## src/hdl/process_fault_monitor_defines.vh

```
// Constants for the process fault monitor
`ifndef PROCESS_FAULT_MONITOR_DEFINES_VH
`define PROCESS_FAULT_MONITOR_DEFINES_VH

// Monitor mode codes
`define MODE_OFF        3'h0
`define MODE_NO_ALWAYS  3'h1
`define MODE_NO_READY   3'h2
`define MODE_NO_RUN     3'h3
`define MODE_NC_ALWAYS  3'h4
`define MODE_NC_READY   3'h5
`define MODE_NC_RUN     3'h6

// Response codes
`define RESP_ALARM       2'h1
`define RESP_ALARM_FAULT 2'h2
`define RESP_FAULT       2'h3

// Reset values
`define MODE_RESET 3'h0
`define RESP_RESET 2'h3
`define DELAY_RESET 10'h0

// Limits in seconds
`define REACT_MAX_S 10'h12c
`define START_MAX_S 10'h258

// Clock and tick
`define CLK_HZ          125000000
`define TICK_PERIOD_MS  1
`define TICK_CYCLES     (`CLK_HZ / 1000 * `TICK_PERIOD_MS)
`define TICKS_PER_S     1000

`endif

```

## src/hdl/process_fault_monitor.v

```verilog
// Three-channel process fault monitor with blanking and reaction delays
//
// What this block does
// - Three independent channels, each with own input, mode and timing.
// - Mode 0 never requests a fault shutdown.
// - Modes 1-3 trigger on closed input: any, ready/run, run only.
// - Modes 4-6 trigger on open input: any, ready/run, run only.
// - Response 1 only sets the alarm flag after the reaction delay.
// - Response 2 alarms at once, faults after delay if still triggered.
// - Response 3 requests a fault once the reaction delay elapsed.
// - Reaction delay 0 to 300 s, default 0, timed from trigger.
// - After start, input ignored for start delay of 0 to 600 s.
// - Start blanking only applies in modes 3 and 6.
// - Mode resets to 0, response resets to 3.
// - Channels two and three behave exactly like channel one.
`timescale 1ns/100ps
`include "process_fault_monitor_defines.vh"

module process_fault_monitor #(
  parameter TICK_CYCLES = `TICK_CYCLES,
  parameter TICKS_PER_S = `TICKS_PER_S
) (
  input  wire       clk,
  input  wire       rst_n,
  input  wire [2:0] faultIn,
  input  wire       stateReady,
  input  wire       stateRun,
  input  wire       startCmd,
  input  wire       faultReset,
  input  wire       cfgLoad,
  input  wire [2:0] ch1MonitorMode,
  input  wire [1:0] ch1ResponseSelect,
  input  wire [9:0] ch1StartBlankTime,
  input  wire [9:0] ch1ReactionDelay,
  input  wire [2:0] ch2MonitorMode,
  input  wire [1:0] ch2ResponseSelect,
  input  wire [9:0] ch2StartBlankTime,
  input  wire [9:0] ch2ReactionDelay,
  input  wire [2:0] ch3MonitorMode,
  input  wire [1:0] ch3ResponseSelect,
  input  wire [9:0] ch3StartBlankTime,
  input  wire [9:0] ch3ReactionDelay,
  output reg  [2:0] alarmFlag,
  output reg  [2:0] faultRequest,
  output wire       faultShutdown
);

  //--------------------------------------------------------------
  // Helpers
  //--------------------------------------------------------------
  function trigCond;
    input [2:0] mode;
    input       closed;
    input       ready;
    input       run;
    begin
      case (mode)
        `MODE_NO_ALWAYS: trigCond = closed;
        `MODE_NO_READY:  trigCond = closed & (ready | run);
        `MODE_NO_RUN:    trigCond = closed & run;
        `MODE_NC_ALWAYS: trigCond = ~closed;
        `MODE_NC_READY:  trigCond = ~closed & (ready | run);
        `MODE_NC_RUN:    trigCond = ~closed & run;
        default:         trigCond = 1'b0;
      endcase
    end
  endfunction

  function isRunOnly;
    input [2:0] mode;
    begin
      isRunOnly = (mode == `MODE_NO_RUN) || (mode == `MODE_NC_RUN);
    end
  endfunction

  function [9:0] clampSec;
    input [9:0] val;
    input [9:0] lim;
    begin
      clampSec = (val > lim) ? lim : val;
    end
  endfunction

  //--------------------------------------------------------------
  // Input synchronisers
  //--------------------------------------------------------------
  reg [2:0] inMeta_q;
  reg [2:0] inSync_q;

  always @(posedge clk or negedge rst_n) begin
    if (!rst_n) begin
      inMeta_q <= 3'h0;
      inSync_q <= 3'h0;
    end else begin
      inMeta_q <= faultIn;
      inSync_q <= inMeta_q;
    end
  end

  //--------------------------------------------------------------
  // Millisecond and second ticks
  //--------------------------------------------------------------
  reg  [16:0] tickCnt_q;
  reg  [9:0]  msCnt_q;
  wire        msTick  = (tickCnt_q == TICK_CYCLES - 1);
  wire        secTick = msTick && (msCnt_q == TICKS_PER_S - 1);

  always @(posedge clk or negedge rst_n) begin
    if (!rst_n) begin
      tickCnt_q <= 17'h0;
      msCnt_q   <= 10'h0;
    end else if (msTick) begin
      tickCnt_q <= 17'h0;
      msCnt_q   <= secTick ? 10'h0 : msCnt_q + 10'h1;
    end else begin
      tickCnt_q <= tickCnt_q + 17'h1;
    end
  end

  //--------------------------------------------------------------
  // Settings, loaded on cfgLoad
  //--------------------------------------------------------------
  reg [2:0] mode_q  [0:2];
  reg [1:0] resp_q  [0:2];
  reg [9:0] blank_q [0:2];
  reg [9:0] react_q [0:2];

  wire [2:0] modeIn  [0:2];
  wire [1:0] respIn  [0:2];
  wire [9:0] blankIn [0:2];
  wire [9:0] reactIn [0:2];
  assign modeIn[0]  = ch1MonitorMode;
  assign modeIn[1]  = ch2MonitorMode;
  assign modeIn[2]  = ch3MonitorMode;
  assign respIn[0]  = ch1ResponseSelect;
  assign respIn[1]  = ch2ResponseSelect;
  assign respIn[2]  = ch3ResponseSelect;
  assign blankIn[0] = ch1StartBlankTime;
  assign blankIn[1] = ch2StartBlankTime;
  assign blankIn[2] = ch3StartBlankTime;
  assign reactIn[0] = ch1ReactionDelay;
  assign reactIn[1] = ch2ReactionDelay;
  assign reactIn[2] = ch3ReactionDelay;

  //--------------------------------------------------------------
  // Per-channel monitor
  //--------------------------------------------------------------
  reg  [9:0] blankCnt_q [0:2];
  reg  [9:0] delayCnt_q [0:2];
  reg  [2:0] delayDone_q;
  reg  [2:0] runOnly;
  reg  [2:0] blanked;
  reg  [2:0] condMet;
  reg  [2:0] trig;
  reg  [2:0] alarmSet;
  reg  [2:0] faultSet;
  reg  [2:0] faultClr;
  integer    c;
  integer    j;
  integer    k;
  integer    n;
  integer    p;

  //--------------------------------------------------------------
  // Settings register
  //--------------------------------------------------------------
  always @(posedge clk or negedge rst_n) begin
    if (!rst_n) begin
      for (k = 0; k < 3; k = k + 1) begin
        mode_q[k]  <= `MODE_RESET;
        resp_q[k]  <= `RESP_RESET;
        blank_q[k] <= `DELAY_RESET;
        react_q[k] <= `DELAY_RESET;
      end
    end else if (cfgLoad) begin
      for (k = 0; k < 3; k = k + 1) begin
        mode_q[k]  <= (modeIn[k] > `MODE_NC_RUN) ? `MODE_OFF : modeIn[k];
        resp_q[k]  <= (respIn[k] == 2'h0) ? `RESP_FAULT : respIn[k];
        blank_q[k] <= clampSec(blankIn[k], `START_MAX_S);
        react_q[k] <= clampSec(reactIn[k], `REACT_MAX_S);
      end
    end
  end

  //--------------------------------------------------------------
  // Trigger decode
  //--------------------------------------------------------------
  always @* begin
    runOnly = 3'h0;
    blanked = 3'h0;
    condMet = 3'h0;
    trig    = 3'h0;
    for (c = 0; c < 3; c = c + 1) begin
      runOnly[c] = isRunOnly(mode_q[c]);
      blanked[c] = runOnly[c] & (blankCnt_q[c] != 10'h0);
      condMet[c] = trigCond(mode_q[c], inSync_q[c],
                            stateReady, stateRun);
      trig[c]    = condMet[c] & ~blanked[c];
    end
  end

  //--------------------------------------------------------------
  // Start blanking counters
  //--------------------------------------------------------------
  always @(posedge clk or negedge rst_n) begin
    if (!rst_n) begin
      for (n = 0; n < 3; n = n + 1)
        blankCnt_q[n] <= `DELAY_RESET;
    end else begin
      for (n = 0; n < 3; n = n + 1) begin
        if (startCmd)
          blankCnt_q[n] <= blank_q[n];
        else if (secTick && blankCnt_q[n] != 10'h0)
          blankCnt_q[n] <= blankCnt_q[n] - 10'h1;
      end
    end
  end

  //--------------------------------------------------------------
  // Reaction delay timers
  //--------------------------------------------------------------
  always @(posedge clk or negedge rst_n) begin
    if (!rst_n) begin
      for (p = 0; p < 3; p = p + 1)
        delayCnt_q[p] <= `DELAY_RESET;
      delayDone_q <= 3'h0;
    end else begin
      for (p = 0; p < 3; p = p + 1) begin
        if (!trig[p]) begin
          // Trigger gone: restart from zero
          delayCnt_q[p]  <= 10'h0;
          delayDone_q[p] <= 1'b0;
        end else if (!delayDone_q[p]) begin
          if (delayCnt_q[p] >= react_q[p])
            delayDone_q[p] <= 1'b1;
          else if (secTick)
            delayCnt_q[p] <= delayCnt_q[p] + 10'h1;
        end
      end
    end
  end

  //--------------------------------------------------------------
  // Response decode
  //--------------------------------------------------------------
  always @* begin
    alarmSet = 3'h0;
    faultSet = 3'h0;
    faultClr = 3'h0;
    for (j = 0; j < 3; j = j + 1) begin
      case (resp_q[j])
        `RESP_ALARM: begin
          alarmSet[j] = trig[j] & delayDone_q[j];
          faultSet[j] = 1'b0;
        end
        `RESP_ALARM_FAULT: begin
          alarmSet[j] = trig[j];
          faultSet[j] = trig[j] & delayDone_q[j];
        end
        default: begin
          alarmSet[j] = 1'b0;
          faultSet[j] = trig[j] & delayDone_q[j];
        end
      endcase
      // Reset only counts once the trigger is gone
      faultClr[j] = (faultReset & ~trig[j]) |
                    (mode_q[j] == `MODE_OFF);
    end
  end

  //--------------------------------------------------------------
  // Alarm and fault outputs
  //--------------------------------------------------------------
  always @(posedge clk or negedge rst_n) begin
    if (!rst_n) begin
      alarmFlag    <= 3'h0;
      faultRequest <= 3'h0;
    end else begin
      alarmFlag    <= alarmSet;
      // Set wins over a clear in the same cycle
      faultRequest <= faultSet | (faultRequest & ~faultClr);
    end
  end

  //--------------------------------------------------------------
  // Shutdown request
  //--------------------------------------------------------------
  // Any latched channel stops the inverter
  assign faultShutdown = |faultRequest;

endmodule

```

## config.mk

```make
export PLATFORM = sky130hd
export DESIGN_NAME = process_fault_monitor
export DESIGN_NICKNAME = d
export VERILOG_FILES = /design/src/hdl/process_fault_monitor.v
export VERILOG_INCLUDE_DIRS = /design/src /design/src/hdl
export SDC_FILE = /design/constraint.sdc
export NUM_CORES = 1
export LEC_CHECK = 0
export BUFFER_PORTS_ARGS = -buffer_cell sky130_fd_sc_hd__clkbuf_2
export CORE_ASPECT_RATIO = 1.1
export CORE_MARGIN = 2
export CORE_UTILIZATION = 65
export DETAILED_ROUTE_END_ITERATION = 10
export HOLD_SLACK_MARGIN = 0.02
export PLACE_DENSITY = 0.85
export SLEW_MARGIN = 15
export SYNTH_ARGS = -nofsm -noshare
export SYNTH_HDL_FRONTEND = slang
export SYNTH_SLANG_ARGS = --single-unit
```

## constraint.sdc

```tcl
create_clock -name clk -period 7.1 [get_ports clk]
set_clock_uncertainty 0.1 [all_clocks]
set_input_delay 1.42 -clock clk [delete_from_list [all_inputs] [get_ports clk]]
set_output_delay 1.42 -clock clk [all_outputs]
set_load 0.05 [all_outputs]
```

Word-level counts from Yosys, hierarchy flattened. Cells that the tools add are included.

Logic and storage cells: 193. Output and inout port bits: 7. Bits of input ports: 85. Register bits after elaboration: 177.

Equality and inequality tests: 35. Mux-type cells: 50. Add/subtract/negate cells: 8. Bitwise operators: 40. Reduce and logical (&&, ||, !) cells: 23. Magnitude comparators: 12.

Operator list (number): 10-bit two-way mux (25); 10-bit by 1-bit adder with 10-bit output, second input constant (4); 10-bit greater-or-equal comparator (3); 10-bit greater-than comparator, second input constant (3); 10-bit by 9-bit greater-than comparator with 1-bit output, second input constant (3); 10-bit nonzero test (3); 10-bit by 1-bit subtractor with 10-bit output, second input constant (3); 3-bit equality test, second input constant (9); 1-bit bitwise AND (24); 3-bit by 2-bit equality test with 1-bit output, second input constant (6); 2-bit inequality test, second input constant (9); 1-bit one-hot mux with 6 select lines (3); 17-bit by 1-bit adder with 17-bit output, second input constant (1); 17-bit equality test, second input constant (1); 17-bit two-way mux (1); 1-bit two-way mux (12); 10-bit equality test, second input constant (1); 3-bit by 1-bit equality test with 1-bit output, second input constant (3); 3-bit greater-than comparator, second input constant (3); 3-bit logical NOT (3); 3-bit two-way mux (3); 1-bit NOT (9); 3-bit AND reduction (3); 2-bit by 1-bit equality test with 1-bit output, second input constant (3); other kinds (12) (30).

Longest topological paths before layout.
Depth after elaboration: 11. Gate-level depth with buffers: 9. Depth with buffers taken out: 7.

Worst setup path after synthesis. No wires, ideal clock.

Path type: flip-flop to flip-flop. From: reg tickCnt_q[7]. To: reg delayCnt_q[15] in the netlist's numbering. Period minus slack after synthesis: 2.836 ns. Arrival time: 2.657 ns. Path slack: 4.264 ns. Required time: 6.921 ns. Library setup time: 0.079 ns. Cell stages (with the launch flop): 7. Path buffers: 1. Path through: dfrtp_1 > or4b_4 > or4_1 > buf_2 > or4_4 > nor4_1 > mux2i_1.

Word-level cells in the longest chain between the ends: 4.

Ends and longest elaborated chain: start, declared (line process_fault_monitor.v:103) `reg [16:0] tickCnt_q;`; start signal, assigned (line process_fault_monitor.v:116) `tickCnt_q <= tickCnt_q + 17'h1;`; 17-bit equality test (line process_fault_monitor.v:105) `wire msTick = (tickCnt_q == TICK_CYCLES - 1);`; 1-bit logical AND (line process_fault_monitor.v:106) `wire secTick = msTick && (msCnt_q == TICKS_PER_S - 1);`; 2-bit inequality test (no source line); 3-bit AND reduction (no source line); end signal, assigned by index (line process_fault_monitor.v:225) `` delayCnt_q[p] <= `DELAY_RESET; ``; end signal, assigned by index (line process_fault_monitor.v:237) `delayCnt_q[p] <= delayCnt_q[p] + 10'h1;`; end, declared (line process_fault_monitor.v:149) `reg [9:0] delayCnt_q [0:2];`.

No other way between the ends. A chain may end at the register's enable or synchronous reset.

Final worst setup path.
From: reg tickCnt_q[7]. To: reg blankCnt_q[28] in the netlist's numbering.

Word-level cells in the longest chain between the ends: 4.

Ends and longest elaborated chain: 17-bit equality test (line process_fault_monitor.v:105); 1-bit logical AND (line process_fault_monitor.v:106); 1-bit logical AND (line process_fault_monitor.v:213) `else if (secTick && blankCnt_q[n] != 10'h0)`; 2-bit nonzero test (no source line); end signal, assigned by index (line process_fault_monitor.v:208) `` blankCnt_q[n] <= `DELAY_RESET; ``; end signal, assigned by index (line process_fault_monitor.v:212) `blankCnt_q[n] <= blank_q[n];`; end signal, assigned by index (line process_fault_monitor.v:214) `blankCnt_q[n] <= blankCnt_q[n] - 10'h1;`; end, declared (line process_fault_monitor.v:148) `reg [9:0] blankCnt_q [0:2];`.

No other way between the ends.

==> reports/results.txt <==
Detail Route Antenna Nets: 0
Initial antenna violation count: 0
Syn nets: 1,131
Logic gate share of total power: 12.4%
DR iter-0 viols: 694
Post-route insts no fill: 1,289
Die ar.: 16,000 um^2
Input/output buffers: 91
WS Path Type: reg2reg
Fin nets: 1,216
PwrDens: 207 nW/um^2
Synth unique cells: 70
CP Launch Type: register
CTS HTree Levels: 4
Most common cell in the netlist: dfrtp_1
Final WL: 22,900 um
CTS-repair resized insts: 0
Placement Setup Slack: 3.67 ns
Max Cap Viol: 0
Async SR Flop Fraction: 100%
Required @ worst endpoint: 7.35 ns
Root buffer cell: clkbuf_16
Fmax: 295 MHz
Hold crit path type: reg2reg
Area Growth Syn to Fin: 13.0%
First-pass GRT wire length: 37,700 um
Status: finished, final reports clean
Num ports: 92
Post-synth top cells: dfrtp_1, nand2_1, nand3_1
Avg WL per Cell: 17.8 um
Worst reg2reg path depth: 5
Clock Path Buffers: 2
Num CTS Buffers: 17
DRC violation count after routing: 0
Dpl cells: 1,256
Leak pwr: 4.81 nW
Clock transition at path regs: 0.07 ns
Final TNS setup: 0 ns
Worst slew margin: 21.5%
Hold-fix buffers, CTS: 0
Fin area: 11,000 um^2
Core box area: 14,600 um^2
Die width: 121 um
Crit-path max FO: 16
Initial Util: 66.9%
Largest area contributor in the netlist: dfrtp_1
GRT overflow: 0
Flop and latch count out of synthesis: 177
Ys flop type: dfrtp_1
Hold Path Depth: 0
Skew-Pair Late Insertion Delay: 0.43 ns
Post-layout minimum cycle time: 3.39 ns
Final Setup Violations: 0
Vias in the first global route: 7,874
Clk network pwr share: 38.8%
GRT Util Overall: 29.5%
Syn Inst Count: 999
Crit. End Element: register
Internal power: 1.68 mW
Post-DP HPWL: 15,600 um
DR vias: 8,150
Routability cong.: 0.890
Share of layout cells above drive strength 1: 15.8%
Largest net degree at the start of global routing: 114
WP data arrival: 3.64 ns
Tcrit/Tclk final: 47.7%
P_sw: 604 uW
Flop pwr share: 48.8%
Synth top area cells: dfrtp_1, ha_1, nand3_1, mux2i_1, nand2_1
Mean post-synth cell area: 9.75 um^2
CTS tree: done
Pins over their slew limit: 0
Post-CTS setup buffer count: 0
Hold WS: 0.255 ns
Peak VDD IR: 175 uV
Pwr Total: 2.28 mW
Synth Warn #: 0
Least-Margin Pin Slew: 1.17 ns
Sequential area share after synthesis: 45.6%
Sw Ratio: 26.5%
Ant diodes: 0
Post-route worst setup slack: 3.71 ns
Die Height: 132 um
Clock Sinks: 177
Number of synthesized flops with an enable pin: 0
Dpl cell area: 10,400 um^2
TritonRoute pass-1 iters: 5
Synth Cell Area: 9740 um^2
Vias per cell: 6.32
Fill count: 989
Row cnt: 46
Post-layout util: 75.5%
Hold Fails Final Rpt: 0
RSZ-0062 raised after global routing: no
Synth top area share: 43.9%
cells by family after synthesis:
group	synth area share, %
flip-flops	45.6
multiplexers	4.90
AO/OA/AOI/OAI	14.0
adder cells (fa/ha/maj)	6.04
AND/OR/NAND/NOR	22.7
XOR/XNOR	2.88
buffers and inverters	3.98
cell usage in the layout, fill, tap and decap left out, types with 7 or more instances in the layout:
| cell | count |
|---|---|
| nand2_1 | 78 |
| a2bb2oi_1 | 9 |
| ha_1 | 47 |
| a31oi_1 | 14 |
| a22o_1 | 22 |
| buf_4 | 11 |
| or4_1 | 9 |
| nor3_1 | 15 |
| mux2i_1 | 33 |
| nand4_1 | 23 |
| o22a_1 | 9 |
| nor4b_1 | 8 |
| clkbuf_16 | 17 |
| a21oi_1 | 23 |
| o21ai_0 | 54 |
| dfrtp_1 | 171 |
| nor2_1 | 61 |
| nand2b_1 | 9 |
| xor2_1 | 11 |
| nand3_1 | 76 |
| inv_1 | 63 |
| or3_1 | 16 |
| and4_1 | 7 |
| clkbuf_2 | 90 |
| o21a_1 | 8 |
| xnor2_1 | 21 |
| mux2_2 | 13 |
| nand3b_1 | 23 |
| o31ai_1 | 16 |
| and3_1 | 12 |
| nor4_1 | 25 |
worst max-delay path, stage by stage (launching register included):
cell and delay, ns:
dfrtp_1 0.45, or4b_4 0.58, nor4_1 0.48, nand4_1 0.66
or4b_2 0.85, a31oi_1 0.17
path summary, 6_finish.rpt:
| path | endpoint | startpoint | slack (ns) |
|---|---|---|---|
| max in group asynchronous | blankCnt_q[18] | rst_n | 5.02 |
| min in group asynchronous | tickCnt_q[13] | rst_n | 0.78 |
| setup / recovery | blankCnt_q[28] | tickCnt_q[7] | 3.71 |
| hold / removal | inSync_q[1] | inMeta_q[1] | 0.26 |
| setup reg to reg | blankCnt_q[28] | tickCnt_q[7] | 3.71 |
| hold reg to reg | inSync_q[1] | inMeta_q[1] | 0.26 |
metal layers:
layer	part of all wire (%)	vias up	routed length [um]	track usage, %
li1	-	3862	-	-
met1	44	3985	10000	40.4
met2	49	260	11100	46.8
met3	5.7	43	1310	7.05
met4	2.1	0	471	9.37
met5	0	-	0	0
area by class of cell:
type	count	area [um^2]	area share (%)
clock buffers	22	464	4.22
clock inverters	10	88.8	0.808
inverters	65	244	2.22
multi-input cells	720	4950	45.0
flip-flops and latches	177	4440	40.3
well taps	192	240	2.18
repair buffers	103	572	5.20
flip-flops by register name, indices dropped and copies added, names as in the netlist, 6 cells and up:
signal and count:
blankCnt_q 30, blank_q 30, delayCnt_q 30, react_q 30
tickCnt_q 17, msCnt_q 10, mode_q 6, resp_q 6
power by group through the flow:
stage	clock network, mW	registers [mW]	logic [mW]
final	0.886	1.11	0.283
after CTS	0.895	1.11	0.279
after floorplan	0	1.12	0.176
after global placement	0	1.13	0.264
after global routing	0.933	1.12	0.317
after detailed placement	0	1.13	0.274
(Power assumes the default switching activity.)
